[src/verilog/smsm_pkg.sv]
// shared constants and types for the secure memory access state manager
package smsm_pkg;
    // ------------------------------------------------------------
    // timing
    // ------------------------------------------------------------
    localparam int CLK_NS = 10;
    localparam int EE_WR_NS = 1000;
    localparam int EE_WR_CYC = (EE_WR_NS + CLK_NS - 1) / CLK_NS;
    // ------------------------------------------------------------
    // security constants
    // ------------------------------------------------------------
    localparam logic [23:0] TRANSPORT_CODE = 24'h6078af;
    localparam logic [5:0] TEAR_PAGE = 6'h08;
    localparam int PW_SETS = 8;
    localparam int CNT_W = 4;
    localparam int ATT_MAX_DEF = 7;
    // ------------------------------------------------------------
    // register map
    // ------------------------------------------------------------
    localparam logic [7:0] A_CTRL = 8'h00;
    localparam logic [7:0] A_ZMASK = 8'h04;
    localparam logic [7:0] A_STATUS = 8'h08;
    localparam logic [7:0] A_PWCNT = 8'h0c;
    localparam logic [7:0] A_AUCNT = 8'h10;
    localparam int CTRL_TEAR = 0;
    localparam int CTRL_PERS = 1;
    localparam int ZM_PW_LSB = 16;
    localparam logic [31:0] RST_ZMASK = 32'h0000_0000;
    // ------------------------------------------------------------
    // command carrier
    // ------------------------------------------------------------
    typedef enum logic [2:0] {
        OP_CHKPW = 3'h0,
        OP_AUTH = 3'h1,
        OP_ENC = 3'h2,
        OP_READ = 3'h3,
        OP_WRITE = 3'h4,
        OP_UNSEL = 3'h5,
        OP_QUIET = 3'h6
    } smsm_op_t;
    typedef struct packed {
        smsm_op_t op;
        logic cfg;
        logic [3:0] zone;
        logic [2:0] pw_set;
        logic pw_wr;
        logic [23:0] pw_val;
        logic ok;
        logic mac_sent;
        logic mac_ok;
        logic [5:0] len;
    } smsm_cmd_t;
    typedef struct packed {
        logic ok;
        logic crypt;
    } smsm_rsp_t;
endpackage

[src/verilog/smsm_core.sv]
// secure memory access state manager: apb registers, access gating, session state
`timescale 1ns/100ps
module smsm_core
    import smsm_pkg::*;
#(
    parameter int ATT_MAX = ATT_MAX_DEF,
    parameter int WR_CYC = EE_WR_CYC
) (
    input wire logic pclk,
    input wire logic presetn,
    input wire logic psel,
    input wire logic penable,
    input wire logic pwrite,
    input wire logic [7:0] paddr,
    input wire logic [31:0] pwdata,
    output logic [31:0] prdata,
    output logic pready,
    output logic pslverr,
    input wire logic cmd_valid,
    input wire smsm_cmd_t cmd,
    output logic cmd_ready,
    output logic rsp_valid,
    output smsm_rsp_t rsp,
    output logic pw_cipher,
    input wire logic ee_pending,
    output logic ee_wr,
    output logic ee_to_buf,
    output logic ee_from_buf
);
    if (ATT_MAX < 1 || ATT_MAX >= (1 << CNT_W)) begin : g_bad
        $error("smsm_core: ATT_MAX out of counter range");
    end
    localparam logic [CNT_W-1:0] ATT_LIM = CNT_W'(ATT_MAX);
    typedef enum logic [1:0] {
        M_IDLE = 2'b01,
        M_WAIT = 2'b10
    } smsm_mst_t;
    // ------------------------------------------------------------
    // state
    // ------------------------------------------------------------
    smsm_mst_t st;
    logic auth;
    logic enc;
    logic pw_act;
    logic [2:0] pw_set;
    logic pw_wr;
    logic cfg_unlock;
    logic tear_en;
    logic pers;
    logic [31:0] zmask;
    logic [CNT_W-1:0] pw_cnt [PW_SETS];
    logic [CNT_W-1:0] au_cnt;
    logic [CNT_W*PW_SETS-1:0] cnt_flat;
    logic t_busy;
    logic t_done;
    logic acc;
    logic is_wr;
    logic is_rd;
    logic code_hit;
    logic pw_lock;
    logic au_lock;
    logic mac_bad;
    logic too_long;
    logic zone_ok;
    logic grant;
    logic t_start;
    logic next_ok;
    logic ends;
    logic apb_wr;
    logic hit;
    logic [31:0] next_rd;
    assign acc = cmd_valid && cmd_ready;
    assign t_start = acc && is_wr && grant;
    assign ends = acc && (cmd.op == OP_UNSEL || cmd.op == OP_QUIET);
    // ------------------------------------------------------------
    // command decode and access gating
    // ------------------------------------------------------------
    always_comb begin
        is_wr = cmd.op == OP_WRITE;
        is_rd = cmd.op == OP_READ;
        code_hit = cmd.pw_val == TRANSPORT_CODE;
        pw_lock = pw_cnt[cmd.pw_set] >= ATT_LIM;
        au_lock = au_cnt >= ATT_LIM;
        // standard mode ignores the checksum entirely
        mac_bad = is_wr && auth && !(cmd.mac_sent && cmd.mac_ok);
        too_long = is_wr && tear_en && cmd.len > TEAR_PAGE;
        if (cmd.cfg) begin
            zone_ok = cfg_unlock;
        end else if (!pers) begin
            zone_ok = 1'b1;
        end else begin
            zone_ok = (!zmask[cmd.zone] || enc)
                && (!zmask[ZM_PW_LSB + int'(cmd.zone)]
                || (pw_act && pw_set == cmd.zone[2:0] && (pw_wr || is_rd)));
        end
        grant = zone_ok && !mac_bad && !too_long;
        case (cmd.op)
            OP_READ: next_ok = grant;
            OP_CHKPW: next_ok = code_hit || (cmd.ok && !pw_lock);
            OP_AUTH: next_ok = cmd.ok && !au_lock;
            OP_ENC: next_ok = cmd.ok && auth;
            OP_UNSEL, OP_QUIET: next_ok = 1'b1;
            default: next_ok = 1'b0;
        endcase
    end
    // ------------------------------------------------------------
    // authentication and encryption state
    // ------------------------------------------------------------
    always_ff @(posedge pclk or negedge presetn) begin
        if (!presetn) begin
            auth <= 1'b0;
            enc <= 1'b0;
        end else if (acc) begin
            case (cmd.op)
                OP_AUTH: begin
                    auth <= cmd.ok && !au_lock;
                    enc <= 1'b0;
                end
                OP_ENC: enc <= cmd.ok && auth;
                OP_WRITE: begin
                    if (mac_bad) begin
                        auth <= 1'b0;
                        enc <= 1'b0;
                    end
                end
                OP_UNSEL, OP_QUIET: begin
                    auth <= 1'b0;
                    enc <= 1'b0;
                end
                default: begin
                end
            endcase
        end
    end
    // ------------------------------------------------------------
    // active password; a new presentation always replaces the old one
    // ------------------------------------------------------------
    always_ff @(posedge pclk or negedge presetn) begin
        if (!presetn) begin
            pw_act <= 1'b0;
            pw_set <= 3'h0;
            pw_wr <= 1'b0;
            cfg_unlock <= 1'b0;
        end else if (acc && cmd.op == OP_CHKPW) begin
            cfg_unlock <= code_hit;
            pw_act <= !code_hit && cmd.ok && !pw_lock;
            pw_set <= cmd.pw_set;
            pw_wr <= cmd.pw_wr;
        end else if (ends) begin
            pw_act <= 1'b0;
            cfg_unlock <= 1'b0;
        end
    end
    always_ff @(posedge pclk or negedge presetn) begin
        if (!presetn) begin
            pw_cipher <= 1'b0;
        end else begin
            pw_cipher <= auth;
        end
    end
    // ------------------------------------------------------------
    // attempt counters; they only live as long as the supply does
    // ------------------------------------------------------------
    for (genvar i = 0; i < PW_SETS; i++) begin : g_cnt
        always_ff @(posedge pclk or negedge presetn) begin
            if (!presetn) begin
                pw_cnt[i] <= '0;
            end else if (acc && cmd.op == OP_CHKPW && !code_hit && cmd.pw_set == 3'(i) && !pw_lock) begin
                pw_cnt[i] <= cmd.ok ? '0 : pw_cnt[i] + CNT_W'(1);
            end
        end
        assign cnt_flat[i*CNT_W +: CNT_W] = pw_cnt[i];
    end
    always_ff @(posedge pclk or negedge presetn) begin
        if (!presetn) begin
            au_cnt <= '0;
        end else if (acc && cmd.op == OP_AUTH && !au_lock) begin
            au_cnt <= cmd.ok ? '0 : au_cnt + CNT_W'(1);
        end
    end
    // ------------------------------------------------------------
    // command flow
    // ------------------------------------------------------------
    always_ff @(posedge pclk or negedge presetn) begin
        if (!presetn) begin
            st <= M_IDLE;
        end else begin
            case (st)
                M_IDLE: begin
                    if (t_start) begin
                        st <= M_WAIT;
                    end
                end
                M_WAIT: begin
                    if (t_done) begin
                        st <= M_IDLE;
                    end
                end
                default: st <= M_IDLE;
            endcase
        end
    end
    // ready drops for at least a cycle after each command (until the write ends for a granted write) so decode sees settled state
    always_ff @(posedge pclk or negedge presetn) begin
        if (!presetn) begin
            cmd_ready <= 1'b0;
        end else begin
            cmd_ready <= st == M_IDLE && !t_busy && !acc;
        end
    end
    always_ff @(posedge pclk or negedge presetn) begin
        if (!presetn) begin
            rsp_valid <= 1'b0;
            rsp <= '0;
        end else begin
            rsp_valid <= (acc && !t_start) || (st == M_WAIT && t_done);
            if (st == M_WAIT && t_done) begin
                rsp.ok <= 1'b1;
            end else if (acc) begin
                rsp.ok <= next_ok;
                rsp.crypt <= enc && (is_rd || is_wr || cmd.op == OP_CHKPW);
            end
        end
    end
    smsm_tear #(
        .WR_CYC(WR_CYC)
    ) u_tear (
        .pclk(pclk),
        .presetn(presetn),
        .start(t_start),
        .tear_en(tear_en),
        .nv_pending(ee_pending),
        .busy(t_busy),
        .done(t_done),
        .ee_wr(ee_wr),
        .ee_to_buf(ee_to_buf),
        .ee_from_buf(ee_from_buf)
    );
    // ------------------------------------------------------------
    // apb slave: answers in the first access cycle
    // ------------------------------------------------------------
    assign apb_wr = psel && penable && pready && pwrite;
    always_comb begin
        hit = 1'b1;
        case (paddr)
            A_CTRL: next_rd = {30'h0, pers, tear_en};
            A_ZMASK: next_rd = zmask;
            A_STATUS: next_rd = {22'h0, t_busy, cfg_unlock, pw_wr, pw_set, pw_act, pw_cipher, enc, auth};
            A_PWCNT: next_rd = cnt_flat;
            A_AUCNT: next_rd = {28'h0, au_cnt};
            default: begin
                next_rd = 32'h0;
                hit = 1'b0;
            end
        endcase
    end
    always_ff @(posedge pclk or negedge presetn) begin
        if (!presetn) begin
            pready <= 1'b0;
            pslverr <= 1'b0;
            prdata <= 32'h0;
        end else begin
            pready <= psel && !penable;
            if (psel && !penable) begin
                pslverr <= !hit;
                prdata <= pwrite ? 32'h0 : next_rd;
            end
        end
    end
    always_ff @(posedge pclk or negedge presetn) begin
        if (!presetn) begin
            tear_en <= 1'b0;
            pers <= 1'b0;
            zmask <= RST_ZMASK;
        end else if (apb_wr && paddr == A_CTRL) begin
            tear_en <= pwdata[CTRL_TEAR];
            pers <= pwdata[CTRL_PERS];
        end else if (apb_wr && paddr == A_ZMASK) begin
            zmask <= pwdata;
        end
    end
endmodule

[src/verilog/smsm_tear.sv]
// anti-tearing write sequencer with power-up recovery
`timescale 1ns/100ps
module smsm_tear
    import smsm_pkg::*;
#(
    parameter int WR_CYC = EE_WR_CYC
) (
    input wire logic pclk,
    input wire logic presetn,
    input wire logic start,
    input wire logic tear_en,
    input wire logic nv_pending,
    output logic busy,
    output logic done,
    output logic ee_wr,
    output logic ee_to_buf,
    output logic ee_from_buf
);
    localparam int TW = $clog2(WR_CYC + 1);
    if (WR_CYC < 1) begin : g_bad
        $error("smsm_tear: WR_CYC must be at least 1");
    end
    typedef enum logic [3:0] {
        T_IDLE = 4'b0001,
        T_BUF = 4'b0010,
        T_COPY = 4'b0100,
        T_REC = 4'b1000
    } smsm_tst_t;
    smsm_tst_t st;
    smsm_tst_t next_st;
    logic [TW-1:0] tmr;
    logic started;
    logic buf_used;
    logic tick;
    assign tick = tmr == TW'(WR_CYC - 1);
    // ------------------------------------------------------------
    // sequencing
    // ------------------------------------------------------------
    always_comb begin
        next_st = st;
        case (st)
            T_IDLE: begin
                if (!started && nv_pending) begin
                    next_st = T_REC;
                end else if (start) begin
                    next_st = tear_en ? T_BUF : T_COPY;
                end
            end
            T_BUF: begin
                if (tick) begin
                    next_st = T_COPY;
                end
            end
            T_COPY, T_REC: begin
                if (tick) begin
                    next_st = T_IDLE;
                end
            end
            default: next_st = T_IDLE;
        endcase
    end
    always_ff @(posedge pclk or negedge presetn) begin
        if (!presetn) begin
            st <= T_IDLE;
            started <= 1'b0;
        end else begin
            st <= next_st;
            started <= 1'b1;
        end
    end
    always_ff @(posedge pclk or negedge presetn) begin
        if (!presetn) begin
            tmr <= '0;
        end else if (st == T_IDLE || tick) begin
            tmr <= '0;
        end else begin
            tmr <= tmr + TW'(1);
        end
    end
    always_ff @(posedge pclk or negedge presetn) begin
        if (!presetn) begin
            buf_used <= 1'b0;
        end else if (st == T_IDLE) begin
            buf_used <= next_st == T_BUF || next_st == T_REC;
        end
    end
    // ------------------------------------------------------------
    // outputs; busy starts high so no command slips in before recovery
    // ------------------------------------------------------------
    always_ff @(posedge pclk or negedge presetn) begin
        if (!presetn) begin
            busy <= 1'b1;
            done <= 1'b0;
            ee_wr <= 1'b0;
            ee_to_buf <= 1'b0;
            ee_from_buf <= 1'b0;
        end else begin
            busy <= next_st != T_IDLE;
            done <= st == T_COPY && tick;
            ee_wr <= next_st != T_IDLE;
            ee_to_buf <= next_st == T_BUF;
            ee_from_buf <= next_st == T_REC || (next_st == T_COPY && (buf_used || st == T_BUF));
        end
    end
endmodule

[config.mk]
export PLATFORM = sky130hd
export DESIGN_NAME = smsm_core
export DESIGN_NICKNAME = d
export VERILOG_FILES = /design/src/verilog/smsm_pkg.sv /design/src/verilog/smsm_core.sv /design/src/verilog/smsm_tear.sv
export SDC_FILE = /design/constraint.sdc
export NUM_CORES = 1
export LEC_CHECK = 0
export BUFFER_PORTS_ARGS = -buffer_cell sky130_fd_sc_hd__buf_4
export CELL_PAD_IN_SITES_DETAIL_PLACEMENT = 0
export CELL_PAD_IN_SITES_GLOBAL_PLACEMENT = 2
export CORE_UTILIZATION = 35
export DETAILED_ROUTE_END_ITERATION = 16
export GPL_TIMING_DRIVEN = 0
export PLACE_DENSITY_LB_ADDON = 0.1
export SYNTH_ARGS = -nofsm -noshare
export SYNTH_HDL_FRONTEND = slang
export SYNTH_SLANG_ARGS = --single-unit
[constraint.sdc]
create_clock -name pclk -period 2.7 [get_ports pclk]
set_input_delay 0.405 -clock pclk [delete_from_list [all_inputs] [get_ports pclk]]
set_output_delay 0.405 -clock pclk [all_outputs]
set_load 0.03 [all_outputs]
======== Word level (Yosys, flattened, before mapping) ========
Index checks and enable logic that the tools add are counted.
storage, ports and cells
  register bits after elaboration ......... 137
  input bits .............................. 92
  output and inout port bits .............. 42
  word-level logic and storage cells ...... 225
operators by class
  $add $sub $neg .......................... 11
  order comparisons ....................... 6
  equality and inequality tests ........... 33
  multiplexer cells ....................... 41
  bitwise operators ....................... 3
  reductions and logical operators ........ 95
operators by type and width
  operator                count
  $pmux W32 S5            1
  $mux W4                 15
  $logic_and A1 B1 Y1     53
  $add A4 B1 Y4 const B   9
  $mux W32                1
  $eq A24 B23 Y1 const B  1
  $eq A3 B3 Y1 const B    7
  $eq A8 B4 Y1 const B    2
  $logic_not A1 Y1        14
  $bmux W4 S3             1
  $eq A3 B2 Y1 const B    4
  $logic_or A1 B1 Y1      12
  $pmux W4 S3             1
  $mux W1                 11
  $eq A4 B2 Y1 const B    2
  $eq A4 B3 Y1 const B    2
  $eq A4 B4 Y1 const B    2
  $eq A8 B3 Y1 const B    1
  $eq A8 B5 Y1 const B    1
  $ge A4 B3 Y1 const B    2
  $logic_not A8 Y1        1
  $add A7 B1 Y7 const B   1
  $eq A7 B7 Y1 const B    1
  $mux W7                 1
  other kinds (30)        43

======== Longest topological paths before layout ========
  word-level depth ........................ 18
  gate-level depth with buffers ........... 8

======== Hierarchy ========
Synthesis repeated with hierarchy kept, for this count alone.
unflattened totals
  cells, all modules ...................... 634
  area, all modules ....................... 6901.6 um^2
by module, submodules not included
  module     instances  cells an instance  area each (um^2)
  smsm_core  1          559                6050.8
  smsm_tear  1          75                 850.8

======== Worst setup path after synthesis ========
OpenSTA, ideal clock, no wires.
  path kind ............................... input to register
  start point ............................. input port paddr[1]
  end point ............................... register zmask[10]
  setup time .............................. 0.125 ns
  arrival time ............................ 2.310 ns
  slack ................................... 0.265 ns
  cell stages on the path ................. 8
  buffers on the path ..................... 2
  cells stage by stage .................... or4_1 -> nor3_1 -> and2_1 -> buf_2 -> inv_1 -> nor2_2 -> buf_4 -> mux2_2
on the way
  longest elaborated chain between the ends .. 4
  elaborated cells on any way between the ends .. 6
  those cells by class .................... eq/ne: 1; bitwise: 1; reduce/logical: 4
ends and longest elaborated chain
  item                             RTL line          text
  start, declared                  smsm_core.sv:14   input wire logic [7:0] paddr,
  $logic_not A8 Y1                 smsm_core.sv:275  end else if (apb_wr && paddr == A_CTRL) begin
  $logic_and A1 B1 Y1              smsm_core.sv:275
  $not A1 Y1 (no line)             --
  $reduce_and A2 Y1 (no line) (*)  --
  end signal, assigned             smsm_core.sv:279  zmask <= pwdata;
  end, declared                    smsm_core.sv:50   logic [31:0] zmask;
Mark *: on every way between the ends. The rest lies on a longest branch, timed or not.
A chain may end at the register's enable or synchronous reset.

======== Worst setup path in the final report ========
  start point ............................. register pw_cnt, in the netlist cnt_flat[28]
  end point ............................... register pw_cnt, in the netlist cnt_flat[1]
on the way
  longest elaborated chain between the ends .. 6
ends and longest elaborated chain
  item                                         RTL line          text
  start, declared                              smsm_core.sv:51   logic [CNT_W-1:0] pw_cnt [PW_SETS];
  start signal, assigned by index              smsm_core.sv:169  pw_cnt[i] <= cmd.ok ? '0 : pw_cnt[i] + CNT_W'(1);
  $bmux W4 S3                                  smsm_core.sv:82   pw_lock = pw_cnt[cmd.pw_set] >= ATT_LIM;
  $mux W4 (not written as such) (2 in series)  smsm_core.sv:82
  $ge A4 B3 Y1                                 smsm_core.sv:82
  $logic_not A1 Y1                             smsm_core.sv:168  end else if (acc && cmd.op == OP_CHKPW && !code_hit && cmd.pw_set == 3'(i) && !pw_lock) begin
  $logic_and A1 B1 Y1                          smsm_core.sv:168
No other way between the ends. The select of a mux whose other input is x is not followed.

==> qor.yml <==
routed_wl_mm: 19.4
synthCells: 643
grt_pass1_wl_mm: 31.0
grt_max_degree: 74
synth_most_common_cell: "dfrtp_1"
tritoncts: "built"
core-area_mm2: 0.0188
grt_usage: 0.206
instances_no_fill: 1066
setup_violations: 0
die-area_mm2: 0.0199
leakage_nw: 4.03
final_nets: 895
post_cts_buffers: 0
cp.arrival_ns: 2.79
async_reset_ff_frac: 1.00
h-tree-depth: 4
gp_congestion: 0.795
clkTransAtPathRegs_ns: 0.06
period_minus_slack_ns: 2.48
antenna_found_initial: 0
crit_slowest_cell: "dfrtp_1"
ys_top_cells_by_area: "dfrtp_1, mux2_2, nand2_1, o21ai_0, a22oi_1"
avgSynthCellArea_um2: 10.5
vias: 5584
status: "finished clean"
drc_errors: 0
drv_cap: 0
cts_buffers: 17
die_width_um: 141
critPathBufInv: 1
cp_top_family: "compound AO/OA/AOI/OAI gates"
clk_path_buf_depth: 2
synth_edf_count: 0
antenna_cells: 0
ant_nets: 0
synth_common_cells: "dfrtp_1, nand2_1, mux2_2, o21ai_0, nor2_1"
ys_seq_area_frac: 0.507
ios: 134
wl_per_cell_um: 18.2
drtPass1Iterations: 5
fmax_mhz: 403
min_period_over_period: 0.920
hold_path.class: "input port to flip-flop"
drv_slew: 0
syn_to_final_growth_pct: 28.7
rsz0062_at_grt: "no"
portBuffers: 129
syn-num-nets: 745
start_util: 0.359
grt_overflow: 0
cts.sinks: 137
cts_root_buf: "clkbuf_16"
yosys.area.top_type: "dfrtp_1"
crit_chain: "a31oi_1, a21oi_1, o211ai_1, o21bai_2, clkbuf_2, nor3_2, mux2_2"
grt_pass1_vias: 5731
worst-slew-pin-transition_ns: 0.725
yosysWarnings: 0
place_hpwl_mm: 14.7
power_per_cell_area_mw_per_mm2: 580
clk_latency_ns: 0.43
end_kind: "flip-flop"
fp.dieH_um: 141
critical_path_required_ns: 3.01
finalHoldViolCount: 0
final_layout_size_suffix_gt1_frac: 0.306
synth.distinct_cells: 64
slew_headroom: 0.513
final.setup_skew_ns: 0.0126
dr.first_iter.drc_count: 345
synth_top_area_frac: 0.496
path_max_fanout: 10
hold_ws_ns: 0.181
cp-start-kind: "flip-flop"
synth_area_mm2: 0.00677
vdd_drop_max_mv: 0.423
cpPeakStageDelay_ns: 0.45
avgViaCountPerCell: 5.24
dp.cells: 1033
critPathKind: "flip-flop to flip-flop"
row_count: 50
synth-seq-cells: 137
synth-main-ff-cell: "dfrtp_1"
==> registers in the layout (all words and copies together) (netlist names), 3 cells and up <==
register	flops
cnt_flat	32
zmask	32
u_tear.tmr	7
au_cnt	4
pw_set	3
u_tear.st	4
prdata	32
==> path summary, 6_finish.rpt <==
kind,startpoint,endpoint,slack [ns],depth (start not counted)
min in group asynchronous,presetn,prdata[29],0.53,2
max in group asynchronous,presetn,u_tear.busy,1.33,3
min,cmd[33],pw_wr,0.18,3
max,cnt_flat[28],cnt_flat[1],0.22,7
min reg2reg,u_tear.tmr[0],u_tear.tmr[0],0.46,1
max reg2reg,cnt_flat[28],cnt_flat[1],0.22,7
==> metrics by stage <==
step | area (µm²) | worst slack, ns | TNS (ns) | utilization | power (mW)
global placement | 8060 | -0.438 | -12.78 | 0.428 | 2.75
floorplan | 6770 | 0.265 | 0 | - | 2.48
CTS | 8690 | 0.0296 | 0 | 0.462 | 5.10
global route | 8710 | 0.0280 | 0 | 0.462 | 5.26
detailed placement | 8090 | -0.456 | -13.70 | 0.430 | 2.76
finish | 8710 | 0.216 | 0 | 0.462 | 5.05
==> where the power goes <==
part	internal (mW)	switching [mW]	total, mW
Combinational	0.224	0.323	0.546
Clock	1.39	0.936	2.33
Sequential	2.13	0.0460	2.17
==> area by class of cell <==
cell class                 count  area [µm²]
timing repair buffer         131        1010
fill                        1795       10100
tap                          260         325
multi-input combinational    453        3130
sequential                   137        3430
clock inverter                13         144
clock buffer                  19         443
buffer                        42         183
inverter                      11        41.3
==> logic make-up (layout without fill, tap and decap cells) <==
group | after synthesis | after routing | share of synthesized area
AND/OR/NAND/NOR | 213 | 213 | 0.156
other | 1 | 1 | 0.000554
AO/OA/AOI/OAI | 148 | 148 | 0.148
flip-flops | 137 | 137 | 0.507
multiplexers | 72 | 72 | 0.125
buffers and inverters | 53 | 216 | 0.0329
XOR/XNOR | 9 | 9 | 0.0117
adder cells (fa/ha/maj) | 10 | 10 | 0.0185
==> layout by cell type, fill, tap and decap left out, drive strengths merged, types with 7 or more instances in the layout <==
cell type	n
nand4	10
nand3	11
a21oi	10
mux2	60
o31ai	7
xnor2	7
dfrtp	134
nor3	10
clkbuf	52
nand2	75
mux2i	8
inv	14
buf	139
a22oi	32
ha	10
or3	9
o21ai	54
nor2b	18
nor2	43
==> worst reg2reg max path, cell delays in order (launching register included) <==
cell and delay (ns):
dfrtp_1 0.45, a31oi_1 0.31, a21oi_1 0.14, o211ai_1 0.33, o21bai_2 0.20, clkbuf_2 0.26
nor3_2 0.31, mux2_2 0.37
==> layer usage <==
| layer | part of all wire | GRT usage | wire (µm) | vias up |
|---|---|---|---|---|
| met5 | 0 | 0 | 0 | - |
| met4 | 0.010 | 0.0503 | 193 | 0 |
| met3 | 0.053 | 0.0401 | 1020 | 16 |
| met2 | 0.47 | 0.333 | 9060 | 175 |
| met1 | 0.47 | 0.283 | 9100 | 2752 |
| li1 | - | - | - | 2641 |
==> timing repair <==
action	CTS	global route
gates cloned	0	0
gates resized for setup	1	6
hold buffers	1	0
hold endpoints to repair	10	0
pin swaps	0	0
setup endpoints to repair	2	29
Power figures use the tool's default switching activity.
